$ cat config.mk
export PLATFORM = sky130hd
export DESIGN_NAME = packet_monitor_config
export DESIGN_NICKNAME = d
export VERILOG_FILES = /design/src/monitor_cfg_pkg.sv /design/src/interval_timer.sv /design/src/packet_monitor_config.sv
export SDC_FILE = /design/constraint.sdc
export NUM_CORES = 1
export LEC_CHECK = 0
export BUFFER_PORTS_ARGS = -buffer_cell sky130_fd_sc_hd__buf_2
export CORE_MARGIN = 2
export CORE_UTILIZATION = 49
export CTS_CLUSTER_SIZE = 16
export DETAILED_ROUTE_END_ITERATION = 6
export HOLD_SLACK_MARGIN = 0.02
export PLACE_DENSITY = 0.78
export REMOVE_ABC_BUFFERS = 1
export SLEW_MARGIN = 10
export SYNTH_ARGS = -nofsm -noshare
export SYNTH_HDL_FRONTEND = slang
export SYNTH_SLANG_ARGS = --single-unit
$ cat constraint.sdc
create_clock -name clk -period 2.2 [get_ports clk]
set_input_delay 0.11 -clock clk [delete_from_list [all_inputs] [get_ports clk]]
set_output_delay 0.11 -clock clk [all_outputs]
set_load 0.03 [all_outputs]
$ cat src/monitor_cfg_pkg.sv
package monitor_cfg_pkg;

	////////////////////////////////////////////////////////////////////////
	// Register location, layout and reset value
	localparam logic [15:0] CFG_OFFSET = 16'h0029;
	localparam logic [15:0] CFG_RESET = 16'h0800;
	localparam logic [15:0] CFG_RW_MASK = 16'hdf08;
	localparam int TO_SEL_LSB = 14;
	localparam int STOP_BIT = 13;
	localparam int GAP_BIT = 12;
	localparam int VER_LSB = 10;
	localparam int TT_LSB = 8;
	localparam int HTD_BIT = 3;

	////////////////////////////////////////////////////////////////////////
	// Header data type codes per version select
	localparam logic [7:0] TYPE_VER_00 = 8'h04;
	localparam logic [7:0] TYPE_VER_01 = 8'h01;
	localparam logic [7:0] TYPE_VER_10 = 8'h02;
	localparam logic [7:0] TYPE_VER_11 = 8'h03;
	localparam logic [7:0] TYPE_NONE = 8'h00;

	////////////////////////////////////////////////////////////////////////
	// Timing, in microseconds, and conversion to clock cycles
	localparam int CLK_PERIOD_NS = 4;
	localparam int TO_US_00 = 18;
	localparam int TO_US_01 = 23;
	localparam int TO_US_10 = 82;
	localparam int TO_US_11 = 140;
	localparam int RTRT_US_00 = 61;
	localparam int RTRT_US_01 = 66;
	localparam int RTRT_US_10 = 122;
	localparam int RTRT_US_11 = 180;
	localparam int RTRT_ALLOW_US = 40;
	localparam int GAP_MIN_US = 4;
	localparam int TIMER_W = 16;

	function automatic int us_to_cycles(input int us);
		int c;
		c = (us * 1000 + CLK_PERIOD_NS - 1) / CLK_PERIOD_NS;
		return (c < 1) ? 1 : c;
	endfunction : us_to_cycles

	localparam int GAP_MIN_CYC = us_to_cycles(GAP_MIN_US);
	localparam int RTRT_ALLOW_CYC = us_to_cycles(RTRT_ALLOW_US);

	typedef enum logic [1:0] {ST_RUN, ST_DRAIN, ST_CLOSE} stop_state_t;

endpackage : monitor_cfg_pkg

$ cat src/interval_timer.sv
`timescale 1ns/1ps
module interval_timer #(
	parameter int W = 16
) (
	input wire logic clk,
	input wire logic rst,
	input wire logic restart,
	output logic [W-1:0] count
);

	logic [W-1:0] count_reg;
	logic [W-1:0] count_next;

	// Counts cycles since the last restart, saturating at all ones
	assign count_next = restart ? '0 :
		(&count_reg) ? count_reg : count_reg + 1'b1;
	assign count = count_reg;

	always_ff @(posedge clk or posedge rst)
	begin
		if (rst)
			count_reg <= '1;
		else
			count_reg <= count_next;
	end

endmodule : interval_timer

$ cat src/packet_monitor_config.sv
`timescale 1ns/1ps
module packet_monitor_config #(
	parameter int TO_CYC_00 = monitor_cfg_pkg::us_to_cycles(
		monitor_cfg_pkg::TO_US_00),
	parameter int TO_CYC_01 = monitor_cfg_pkg::us_to_cycles(
		monitor_cfg_pkg::TO_US_01),
	parameter int TO_CYC_10 = monitor_cfg_pkg::us_to_cycles(
		monitor_cfg_pkg::TO_US_10),
	parameter int TO_CYC_11 = monitor_cfg_pkg::us_to_cycles(
		monitor_cfg_pkg::TO_US_11),
	parameter int RTRT_CYC_00 = monitor_cfg_pkg::us_to_cycles(
		monitor_cfg_pkg::RTRT_US_00),
	parameter int RTRT_CYC_01 = monitor_cfg_pkg::us_to_cycles(
		monitor_cfg_pkg::RTRT_US_01),
	parameter int RTRT_CYC_10 = monitor_cfg_pkg::us_to_cycles(
		monitor_cfg_pkg::RTRT_US_10),
	parameter int RTRT_CYC_11 = monitor_cfg_pkg::us_to_cycles(
		monitor_cfg_pkg::RTRT_US_11)
) (
	input wire logic clk,
	input wire logic rst,
	input wire logic host_wr,
	input wire logic host_rd,
	input wire logic [15:0] host_addr,
	input wire logic [15:0] host_wdata,
	output logic [15:0] host_rdata,
	output logic host_rdata_valid,
	input wire logic packet_recording_monitor,
	input wire logic msg_active,
	input wire logic msg_start,
	input wire logic word_parity_mid,
	input wire logic parity_word_is_command,
	input wire logic cmd_is_rtrt,
	input wire logic word_sync_mid,
	input wire logic sync_is_data,
	output logic [1:0] no_response_timeout_select,
	output logic gap_check_enable,
	output logic [1:0] time_tag_select,
	output logic header_trailer_disable,
	output logic [7:0] header_data_type,
	output logic header_type_valid,
	output logic no_response_timeout,
	output logic gap_violation,
	output logic format_error,
	output logic stop_pending,
	output logic packet_close,
	output logic packet_open
);

	localparam int TW = monitor_cfg_pkg::TIMER_W;

	////////////////////////////////////////////////////////////////////////
	// Decoding helpers
	function automatic logic [TW-1:0] timeout_limit(input logic [1:0] sel,
		input logic rtrt);
		logic [TW-1:0] lim;
		lim = '0;
		unique case ({rtrt, sel})
			3'h0: lim = TW'(TO_CYC_00);
			3'h1: lim = TW'(TO_CYC_01);
			3'h2: lim = TW'(TO_CYC_10);
			3'h3: lim = TW'(TO_CYC_11);
			3'h4: lim = TW'(RTRT_CYC_00);
			3'h5: lim = TW'(RTRT_CYC_01);
			3'h6: lim = TW'(RTRT_CYC_10);
			3'h7: lim = TW'(RTRT_CYC_11);
		endcase
		return lim;
	endfunction : timeout_limit

	function automatic logic [7:0] type_code(input logic [1:0] ver);
		logic [7:0] t;
		t = monitor_cfg_pkg::TYPE_NONE;
		unique case (ver)
			2'h0: t = monitor_cfg_pkg::TYPE_VER_00;
			2'h1: t = monitor_cfg_pkg::TYPE_VER_01;
			2'h2: t = monitor_cfg_pkg::TYPE_VER_10;
			2'h3: t = monitor_cfg_pkg::TYPE_VER_11;
		endcase
		return t;
	endfunction : type_code

	////////////////////////////////////////////////////////////////////////
	// Configuration register
	logic [15:0] cfg_reg;
	logic [15:0] cfg_next;
	logic [15:0] rdata_reg;
	logic rvalid_reg;
	wire hit = host_addr == monitor_cfg_pkg::CFG_OFFSET;
	wire cfg_write = host_wr && hit;
	wire stop_write = cfg_write && host_wdata[monitor_cfg_pkg::STOP_BIT];
	wire [1:0] to_sel = cfg_reg[monitor_cfg_pkg::TO_SEL_LSB +: 2];
	wire gap_en = cfg_reg[monitor_cfg_pkg::GAP_BIT];
	wire [1:0] ver_sel = cfg_reg[monitor_cfg_pkg::VER_LSB +: 2];
	wire htd = cfg_reg[monitor_cfg_pkg::HTD_BIT];

	// Stop bit is outside the mask, so it is never stored
	assign cfg_next = cfg_write ?
		(host_wdata & monitor_cfg_pkg::CFG_RW_MASK) : cfg_reg;

	always_ff @(posedge clk or posedge rst)
	begin
		if (rst)
		begin
			cfg_reg <= monitor_cfg_pkg::CFG_RESET;
			rdata_reg <= '0;
			rvalid_reg <= 1'b0;
		end
		else
		begin
			cfg_reg <= cfg_next;
			rdata_reg <= (host_rd && hit) ? cfg_reg : '0;
			rvalid_reg <= host_rd;
		end
	end

	////////////////////////////////////////////////////////////////////////
	// Header data type
	logic [7:0] dtype_reg;
	logic dvalid_reg;

	// Only the header code depends on the version select
	always_ff @(posedge clk or posedge rst)
	begin
		if (rst)
		begin
			dtype_reg <= monitor_cfg_pkg::TYPE_NONE;
			dvalid_reg <= 1'b0;
		end
		else
		begin
			dtype_reg <= htd ? monitor_cfg_pkg::TYPE_NONE :
				type_code(ver_sel);
			dvalid_reg <= !htd;
		end
	end

	////////////////////////////////////////////////////////////////////////
	// No-response time-out
	logic await_reg;
	logic await_rtrt_reg;
	logic timeout_reg;
	logic [TW-1:0] resp_count;
	wire resp_start = word_parity_mid && parity_word_is_command &&
		!await_reg;
	wire [TW-1:0] resp_limit = timeout_limit(to_sel, await_rtrt_reg);
	// RT-RT waits for a data sync, others for a status sync
	wire resp_end = await_reg && word_sync_mid &&
		(sync_is_data == await_rtrt_reg);
	wire resp_expire = await_reg && !resp_end &&
		resp_count >= resp_limit;

	interval_timer #(.W(TW)) resp_timer (
		.clk(clk),
		.rst(rst),
		.restart(resp_start),
		.count(resp_count)
	);

	always_ff @(posedge clk or posedge rst)
	begin
		if (rst)
		begin
			await_reg <= 1'b0;
			await_rtrt_reg <= 1'b0;
			timeout_reg <= 1'b0;
		end
		else
		begin
			await_reg <= resp_start || (await_reg && !resp_end && !resp_expire);
			await_rtrt_reg <= resp_start ? cmd_is_rtrt : await_rtrt_reg;
			timeout_reg <= resp_expire;
		end
	end

	////////////////////////////////////////////////////////////////////////
	// Minimum gap check
	logic prev_word_reg;
	logic gapv_reg;
	logic fmt_reg;
	logic [TW-1:0] gap_count;
	wire gap_short = gap_en && word_sync_mid && prev_word_reg &&
		gap_count < TW'(monitor_cfg_pkg::GAP_MIN_CYC);

	// Restarted at every mid-parity, read at the next mid-sync
	interval_timer #(.W(TW)) gap_timer (
		.clk(clk),
		.rst(rst),
		.restart(word_parity_mid),
		.count(gap_count)
	);

	always_ff @(posedge clk or posedge rst)
	begin
		if (rst)
		begin
			prev_word_reg <= 1'b0;
			gapv_reg <= 1'b0;
			fmt_reg <= 1'b0;
		end
		else
		begin
			prev_word_reg <= prev_word_reg || word_parity_mid;
			gapv_reg <= gap_short;
			fmt_reg <= gap_short || (fmt_reg && !msg_start);
		end
	end

	////////////////////////////////////////////////////////////////////////
	// Packet stop sequencing
	monitor_cfg_pkg::stop_state_t state_reg;
	monitor_cfg_pkg::stop_state_t state_next;
	logic close_reg;
	logic open_reg;
	logic pend_reg;
	wire stop_take = stop_write && packet_recording_monitor;

	always_comb
	begin
		state_next = state_reg;
		unique case (state_reg)
			monitor_cfg_pkg::ST_RUN:
				if (stop_take)
					state_next = monitor_cfg_pkg::ST_DRAIN;
			monitor_cfg_pkg::ST_DRAIN:
				if (!msg_active)
					state_next = monitor_cfg_pkg::ST_CLOSE;
			monitor_cfg_pkg::ST_CLOSE:
				state_next = monitor_cfg_pkg::ST_RUN;
			default:
				state_next = monitor_cfg_pkg::ST_RUN;
		endcase
	end

	always_ff @(posedge clk or posedge rst)
	begin
		if (rst)
		begin
			state_reg <= monitor_cfg_pkg::ST_RUN;
			close_reg <= 1'b0;
			open_reg <= 1'b0;
			pend_reg <= 1'b0;
		end
		else
		begin
			state_reg <= state_next;
			close_reg <= state_next == monitor_cfg_pkg::ST_CLOSE;
			open_reg <= close_reg;
			pend_reg <= state_next != monitor_cfg_pkg::ST_RUN;
		end
	end

	////////////////////////////////////////////////////////////////////////
	// Outputs
	assign host_rdata = rdata_reg;
	assign host_rdata_valid = rvalid_reg;
	assign no_response_timeout_select = to_sel;
	assign gap_check_enable = gap_en;
	assign time_tag_select = cfg_reg[monitor_cfg_pkg::TT_LSB +: 2];
	assign header_trailer_disable = htd;
	assign header_data_type = dtype_reg;
	assign header_type_valid = dvalid_reg;
	assign no_response_timeout = timeout_reg;
	assign gap_violation = gapv_reg;
	assign format_error = fmt_reg;
	assign stop_pending = pend_reg;
	assign packet_close = close_reg;
	assign packet_open = open_reg;

	////////////////////////////////////////////////////////////////////////
	// Assertions
	a_timeout_map: assert property (@(posedge clk) disable iff (rst)
		!await_rtrt_reg && to_sel == 2'h3 |-> resp_limit == TW'(TO_CYC_11))
		else $error("ordinary time-out limit wrong");
	a_status_ends: assert property (@(posedge clk) disable iff (rst)
		await_reg && !await_rtrt_reg && word_sync_mid && !sync_is_data
		|=> !await_reg && !timeout_reg)
		else $error("status sync did not end wait");
	a_rtrt_hold: assert property (@(posedge clk) disable iff (rst)
		await_reg && await_rtrt_reg && !sync_is_data &&
		resp_count + 1'b1 < resp_limit |=> await_reg)
		else $error("RT-RT wait ended by non-data sync");
	a_rtrt_allow: assert property (@(posedge clk) disable iff (rst)
		await_rtrt_reg |-> resp_limit >= timeout_limit(to_sel, 1'b0) +
		TW'(monitor_cfg_pkg::RTRT_ALLOW_CYC))
		else $error("RT-RT allowance missing");
	a_stop_taken: assert property (@(posedge clk) disable iff (rst)
		stop_take && state_reg == monitor_cfg_pkg::ST_RUN && msg_active
		|=> stop_pending ##1 stop_pending)
		else $error("packet stop not taken");
	a_msg_hold: assert property (@(posedge clk) disable iff (rst)
		state_reg == monitor_cfg_pkg::ST_DRAIN && msg_active |=> !close_reg)
		else $error("packet closed during message");
	a_reopen: assert property (@(posedge clk) disable iff (rst)
		close_reg |=> open_reg && !close_reg)
		else $error("new packet not started");
	a_gap_flag: assert property (@(posedge clk) disable iff (rst)
		gap_short |=> gapv_reg && fmt_reg)
		else $error("short gap not flagged");
	a_gap_off: assert property (@(posedge clk) disable iff (rst)
		!gap_en |=> !gapv_reg)
		else $error("gap flagged while disabled");
	a_type_code: assert property (@(posedge clk) disable iff (rst)
		!htd && ver_sel == 2'h0 |=> dtype_reg == 8'h04 && dvalid_reg)
		else $error("header type code wrong");
	a_htd_gate: assert property (@(posedge clk) disable iff (rst)
		htd |=> !dvalid_reg)
		else $error("header type valid while disabled");
	a_stop_reads: assert property (@(posedge clk) disable iff (rst)
		rvalid_reg |-> !rdata_reg[monitor_cfg_pkg::STOP_BIT])
		else $error("stop bit read back as one");

endmodule : packet_monitor_config

==> results of run 1 <==
[routing by layer]
layer,vias up,part of all wire (%),wire [um]
met2,102,51,4260
met5,-,0,0
met3,15,5.7,482
li1,1374,-,-
met1,1451,41,3430
met4,0,2.5,208
[cell families (layout without fill, tap and decap cells)]
logic type,after synthesis,after routing,share of synthesized area (%)
multiplexers,12,12,3.77
adder cells (fa/ha/maj),20,20,7.11
other,1,13,0.107
AND/OR/NAND/NOR,136,136,21.2
AO/OA/AOI/OAI,51,51,9.56
flip-flops,64,64,46.7
buffers and inverters,42,131,6.40
XOR/XNOR,21,21,5.23
[report_power, final]
part | leakage [nW] | switching [W] | total (W) | internal (W)
Sequential | 0.751 | 0.000116 | 0.00140 | 0.00129
Clock | 0.0936 | 0.000443 | 0.000997 | 0.000554
Combinational | 1.17 | 0.000367 | 0.000677 | 0.000309
[metrics by stage]
stage / hold WS [ps] / setup WS [ps] / power [W] / instances / TNS (ps)
final: 59.4 / -55.2 / 0.00308 / 544 / -55.2
after global routing: 69.5 / -182 / 0.00323 / 544 / -287
after CTS: 61.8 / -122 / 0.00298 / 543 / -136
after detailed placement: 201 / -214 / 0.00193 / 511 / -330
after global placement: 197 / -121 / 0.00191 / 511 / -128
after floorplan: 139 / -317 / 0.00173 / 334 / -507
[layout by cell type, fill, tap and decap left out, types with 2 or more instances in the layout]
cell type,n
nand3_1,16
o211ai_1,3
nor4_4,2
and3_1,8
dfrtp_1,30
xor2_1,5
clkbuf_8,10
a21oi_1,15
inv_2,3
a211oi_1,3
o2111ai_1,2
o21ai_2,2
and2_1,8
nor3_1,15
conb_1,13
a311oi_1,2
inv_1,14
buf_4,23
mux2i_1,2
o22ai_1,2
nor3_2,2
o21ai_0,7
or2_2,4
nor2_1,35
clkbuf_1,3
dfstp_2,33
nand2_1,19
nand4_1,6
nor2b_1,5
or3_1,3
mux2_2,9
ha_1,16
xnor2_1,16
buf_2,61
nor4_1,3
ha_4,4
dlygate4sd3_1,13
a21boi_0,3
[worst max path at each step]
| stage | from | endpoint | slack, ps | depth (start not counted) |
|---|---|---|---|---|
| after global placement | cfg_reg[14] | await_reg | -120 | 9 |
| final | cfg_reg[14] | await_reg | -60 | 9 |
| after floorplan | cfg_reg[14] | await_reg | -320 | 10 |
| after CTS | cfg_reg[14] | await_reg | -120 | 8 |
| after global routing | cfg_reg[14] | await_reg | -180 | 9 |
| after detailed placement | cfg_reg[14] | await_reg | -210 | 9 |
[layout make-up]
| class | count | area, um2 |
|---|---|---|
| clock inverters | 3 | 42.5 |
| well taps | 96 | 120 |
| inverters | 17 | 63.8 |
| multi-input cells | 253 | 1810 |
| clock buffers | 13 | 149 |
| repair buffers | 98 | 628 |
| flip-flops and latches | 64 | 1640 |
| fillers | 532 | 2410 |
[timing repair]
| action | 4_1_cts | 5_1_grt |
|---|---|---|
| setup endpoints to repair | 2 | 2 |
| gates resized for setup | 13 | 12 |
| buffers inserted | 3 | 2 |
| pin swaps | 7 | 7 |
| hold buffers | 13 | 0 |
| endpoints found under the hold margin | 44 | 0 |
[critical path, delay by kind of cell, from the launching register on]
kind | cells | cell delay, ps
flip-flops | 1 | 430
buffers and inverters | 1 | 70
AND/OR/NAND/NOR | 1 | 140
AO/OA/AOI/OAI | 4 | 820
multiplexers | 1 | 270
adder cells (fa/ha/maj) | 2 | 420
==> summary.txt, run 1 <==
Worst setup path
  • Startpoint Class: flip-flop
  • R2r setup slk: -60 ps
  • Critical path, cell by cell: inv_2, ha_4, mux2_4, ha_4, nor2b_4, o21ai_2, a2111oi_4, o2111ai_2, a31o_2
  • Critical path peak fanout: 5
  • CP max-delay cell: dfrtp_2
  • CP arrival: 2480 ps
  • R2R cell count: 9
  • Crit Reg-Reg Endpoint: await_reg
  • RR Startpoint: cfg_reg[14]
  • CP Capture Type: flip-flop
  • Cell mode on critical path: ha_4
  • WS Path Type: flip-flop to flip-flop
  • CP max stage delay: between 400 and 500 ps
  • Required time of the critical path: ~2400 ps

Global routing
  • Met3 usage in global routing: between 5 and 6%
  • GRT overflow: 0
  • GRT met1 Usage: a little over a quarter
  • Met2 usage in global routing: between 30 and 40%
  • Largest net degree at the start of global routing: 65
  • Total track usage: 22.2%
  • Vias in the first global route: 2822
  • First-pass GRT wire length: about 13000 um
  • GRT Max-Usage Layer: met2
  • Initial antenna violation count: 0

Place
  • Number of buffers added on ports: 61
  • Hpwl dp: between 5000 and 6000 um
  • Placer Congestion: 0.868
  • Placed cell area: 3990 um2

Clocking
  • Root buf cell: clkbuf_8
  • TritonCTS clock tree: yes
  • Clock Latency Late Sink: 340 ps
  • Clock transition at the registers of the reported paths: 70 ps
  • Num Clock Sinks: 64
  • CTS Buffer Depth: 2
  • CTS buffer count: 9
  • H-Tree Depth: 3

Pwr
  • Power per cell area: approximately 700 nW/um2
  • LEAKAGE: 2.01 nW
  • Largest vdd supply drop: 0.532 mV

Synth
  • Seq/Total Area, Yosys: 46.7%
  • Cell Area, Synth: 3520 um2
  • Main flop type after synthesis: dfstp_2
  • Post-Synthesis Cells: about 350
  • EDFF count, synth: 0
  • Ys async rst share: 100%
  • Synth top cells by count: 35 x nor2_1, 33 x dfstp_2, 31 x dfrtp_1
  • #FFs+latches synth: 64
  • Synth warn: 0
  • Yosys cell types: 50
  • Largest area contributor in the synthesized netlist: dfstp_2
  • Most instantiated library cell after synthesis: nor2_1
  • Avg Cell Area, Syn: 10.1 um2
  • Top post-synthesis cells by area: dfstp_2 25%, dfrtp_1 22%, ha_1 7.1%
  • Yosys top cell area share: 24.6%

Layout
  • Area Growth Syn to Fin: 26.7%
  • Final core utilization: 64.9%
  • Antenna cells: 0
  • Post-route cell area: 4460 um2
  • Final net count: 507
  • Fraction of layout cells with a size suffix above 1: a little under two fifths

Detailed routing
  • Via-per-instance ratio: ~5.4
  • Vias: 2942
  • Post-route ant nets: 0
  • Routed wire length: 8390 um
  • Drt first pass iters: 4
  • Drt wl/cell: 15.4 um
  • Drc violations: 0
  • Iter 0 DRT Violations: 198

Floorplan
  • Die Span X: 88.8 um
  • Initial core utilization: 51.2%
  • Die H: 88.8 um
  • I/O pin count: between 80 and 90
  • Core ar.: 6870 um2
  • Std cell rows: 30
  • Die footprint: roughly 7900 um2

STA
  • Final hold violations: 0
  • Final Max Tran Viols: 0
  • Final Setup Violations: 1
  • RSZ-0062 raised after global routing: true
  • Final min period: 2260 ps
  • Setup WS post-layout: -55.2 ps
  • Tcrit/Tclk final: 103%
  • Slew headroom: ~64%
  • Fmax: between 400 and 500 MHz
  • Actual slew at the worst max-slew pin: 535 ps
  • Clk_skew: 6.38 ps

Hold path
  • Worst hold path type: input pin to flip-flop
  • Hold Crit Depth: 3
  • Min-delay src: host_wdata[13]
  • Hold Path End: stop_pending

Status
  • Failing checks: setup timing
  • Status: finished with violations

Run
  • Maxcap violations: 0
Note: power is estimated with default switching activity, not from simulation.
==> inputs of run 2 (changes only) <==
CORE_MARGIN = 4   (was 2)
==> run 2 against run 1 <==
The run still ends with setup timing left. Design area is 1.8% higher. Final cell count is 0.55% higher. Sequential share of layout area is 0.65 points lower. First-iteration DRC count is 34% lower. Global-route usage is 2.8 points lower. Via count is 1.7% lower. Sequential power hardly changed. Largest cell class unchanged. Highest routed layer unchanged.
==> summary.txt, run 2 (synthesis results as in run 1) <==
Detailed routing
  • WL met1: 3320 um (was 3430 um)
  • Post-route ant nets: 0 (unchanged)
  • Met2 wire length: 3960 um (was 4260 um)
  • Vias: 2892 (was 2942)
  • Drt wl/cell: 14.7 um (was 15.4 um)
  • Via-per-instance ratio: 5.29 (was 5.41)
  • Drt first pass iters: 4 (unchanged)
  • Highest routed layer: met4 (unchanged)
  • Iter 0 DRT Violations: 130 (was 198)
  • Drc violations: 0 (unchanged)
  • Routed wire length: 8060 um (was 8390 um)
  • Metal3 WL: 636 um (was 482 um)

Floorplan
  • I/O pin count: 82 (unchanged)
  • Std cell rows: 30 (unchanged)
  • Core ar.: 6870 um2 (unchanged)
  • Die Span X: 92.8 um (was 88.8 um)
  • Die footprint: 8600 um2 (was 7880 um2)
  • Initial core utilization: 51.2% (unchanged)
  • Die H: 92.8 um (was 88.8 um)

Worst setup path
  • WS Path Type: flip-flop to flip-flop (unchanged)
  • WP buf/inv: 1 (unchanged)
  • CP arrival: 2500 ps (was 2480 ps)
  • Startpoint Class: flip-flop (unchanged)
  • CP Capture Type: flip-flop (unchanged)
  • Critical path peak fanout: 5 (unchanged)
  • Required time of the critical path: 2430 ps (about the same)
  • Critical path's top delay family: compound AO/OA/AOI/OAI gates (unchanged)
  • CP max-delay cell: dfrtp_2 (unchanged)
  • Cell mode on critical path: ha_4 (unchanged)
  • CP max stage delay: 430 ps (about the same)
  • Critical path, cell by cell: inv_2, ha_4, mux2_4, ha_4, nor2b_4, o21ai_2, a2111oi_4, o2111ai_2, a31o_2 (unchanged)

Place
  • Cells after DPL: 513 (was 511)
  • Hpwl dp: 5650 um (was 5530 um)
  • Placer Congestion: 0.891 (was 0.868)
  • Number of buffers added on ports: 61 (unchanged)
  • Pre-CTS setup slack: -234 ps (was -214 ps)
  • Placed cell area: 3990 um2 (about the same)

STA
  • Final hold violations: 0 (unchanged)
  • RSZ-0062 raised after global routing: true (unchanged)
  • Actual slew at the worst max-slew pin: 567 ps (was 535 ps)
  • Fmax: 440 MHz (was 443 MHz)
  • Slew headroom: 61.9% (was 64.1%)
  • Final Max Tran Viols: 0 (unchanged)
  • Tcrit/Tclk final: 103% (about the same)
  • Final Setup Violations: 1 (unchanged)
  • Final min period: 2270 ps (was 2260 ps)
  • Clk_skew: 6.98 ps (was 6.38 ps)
  • Setup WS post-layout: -71.5 ps (was -55.2 ps)

Layout
  • Area Growth Syn to Fin: 29.0% (was 26.7%)
  • Non-Filler Instances: 547 (was 544)
  • Commonest non-fill, non-tap cells in the layout: 61 x buf_2, 34 x nor2_1, 33 x dfstp_2, 30 x dfrtp_1, 26 x buf_4 (was 61 x buf_2, 35 x nor2_1, 33 x dfstp_2, 30 x dfrtp_1, 23 x buf_4)
  • Final net count: 510 (was 507)
  • Final core utilization: 66.1% (was 64.9%)
  • Layout fillers: 534 (was 532)
  • Fraction of layout cells with a size suffix above 1: 40.4% (was 37.9%)
  • Leading cell type in the layout, fill and taps excluded: buf_2 (unchanged)
  • Post-route cell area: 4540 um2 (was 4460 um2)
  • Antenna cells: 0 (unchanged)

Global routing
  • Largest net degree at the start of global routing: 25 (was 65)
  • Vias in the first global route: 2860 (was 2822)
  • GRT overflow: 0 (unchanged)
  • Initial antenna violation count: 0 (unchanged)
  • Total track usage: 19.4% (was 22.2%)
  • First-pass GRT wire length: 13300 um (about the same)

Pwr
  • LEAKAGE: 2.03 nW (was 2.01 nW)
  • Power per cell area: 713 nW/um2 (was 690 nW/um2)
  • Largest vdd supply drop: 0.449 mV (was 0.532 mV)

Clocking
  • Num Clock Sinks: 64 (unchanged)
  • Root buf cell: clkbuf_8 (unchanged)
  • Clock transition at the registers of the reported paths: 70 ps (about the same)
  • Clock Latency Late Sink: 340 ps (about the same)
  • CTS Buffer Depth: 2 (unchanged)
  • CTS buffer count: 9 (unchanged)
  • H-Tree Depth: 3 (unchanged)
  • TritonCTS clock tree: yes (unchanged)

Status
  • Failing checks: setup timing (unchanged)
  • Status: finished with violations (unchanged)

Run
  • Maxcap violations: 0 (unchanged)

Hold path
  • Worst hold path type: input pin to flip-flop (unchanged)
-- run 2: cell count changes in the layout (fill, tap and decap cells not counted), moves of 2 or more --
cell      delta
buf_4        +3
clkbuf_1     -2
ha_1         -2
nand2_2      +2
o21ai_0      -2
o21ai_1      +2
-- run 2: layout make-up --
class                   count  area, um2  area share, %
repair buffers            101        642           14.1
clock inverters             5       80.1           1.76
inverters                  17       66.3           1.46
flip-flops and latches     64       1640           36.2
clock buffers              11        141           3.11
well taps                  96        120           2.65
multi-input cells         253       1850           40.7
-- run 2: path summary, 6_finish.rpt --
path,from,endpoint,slack [ps],depth (start not counted)
max,cfg_reg[14],await_reg,-70,9
min,host_wdata[13],state_reg[0],60,3
max reg2reg,cfg_reg[14],await_reg,-70,9
min reg2reg,packet_close,packet_open,380,0
max in group asynchronous,rst,gap_timer.count[2],1120,4
min in group asynchronous,rst,await_rtrt_reg,350,3
-- run 2: power breakdown --
group | total [W] | internal (W) | switching [W]
combinational | 0.000704 | 0.000326 | 0.000378
clock | 0.00113 | 0.000667 | 0.000462
sequential | 0.00141 | 0.00129 | 0.000119
total | 0.00324 | 0.00228 | 0.000959
-- run 2: per-layer routing --
layer	vias to the layer above	GRT usage [%]
met2	107	31.1
met4	0	5.98
met1	1389	25.3
met5	-	0
met3	11	6.01
li1	1385	-
-- run 2: metrics by stage --
step | hold WS (ps) | power (W) | setup TNS, ps
5_1_grt | 71.1 | 0.00340 | -220
4_1_cts | 44.2 | 0.00313 | -142
2_1_floorplan | 139 | 0.00173 | -507
3_5_place_dp | 179 | 0.00195 | -365
3_3_place_gp | 169 | 0.00193 | -165
6_report | 61.5 | 0.00324 | -71.5
-- run 2: repair_timing --
action                                  CTS  global route
hold buffers                             13             0
pin swaps                                 7             9
hold endpoints to repair                 16             0
gates resized for setup                  11            27
setup buffers                             4             1
endpoints found under the setup margin    2             2
-- run 2: worst min-delay path, delay by kind of cell --
family | cells | cell delay (ps)
buffers and inverters | 1 | 90
AO/OA/AOI/OAI | 1 | 70
AND/OR/NAND/NOR | 1 | 80
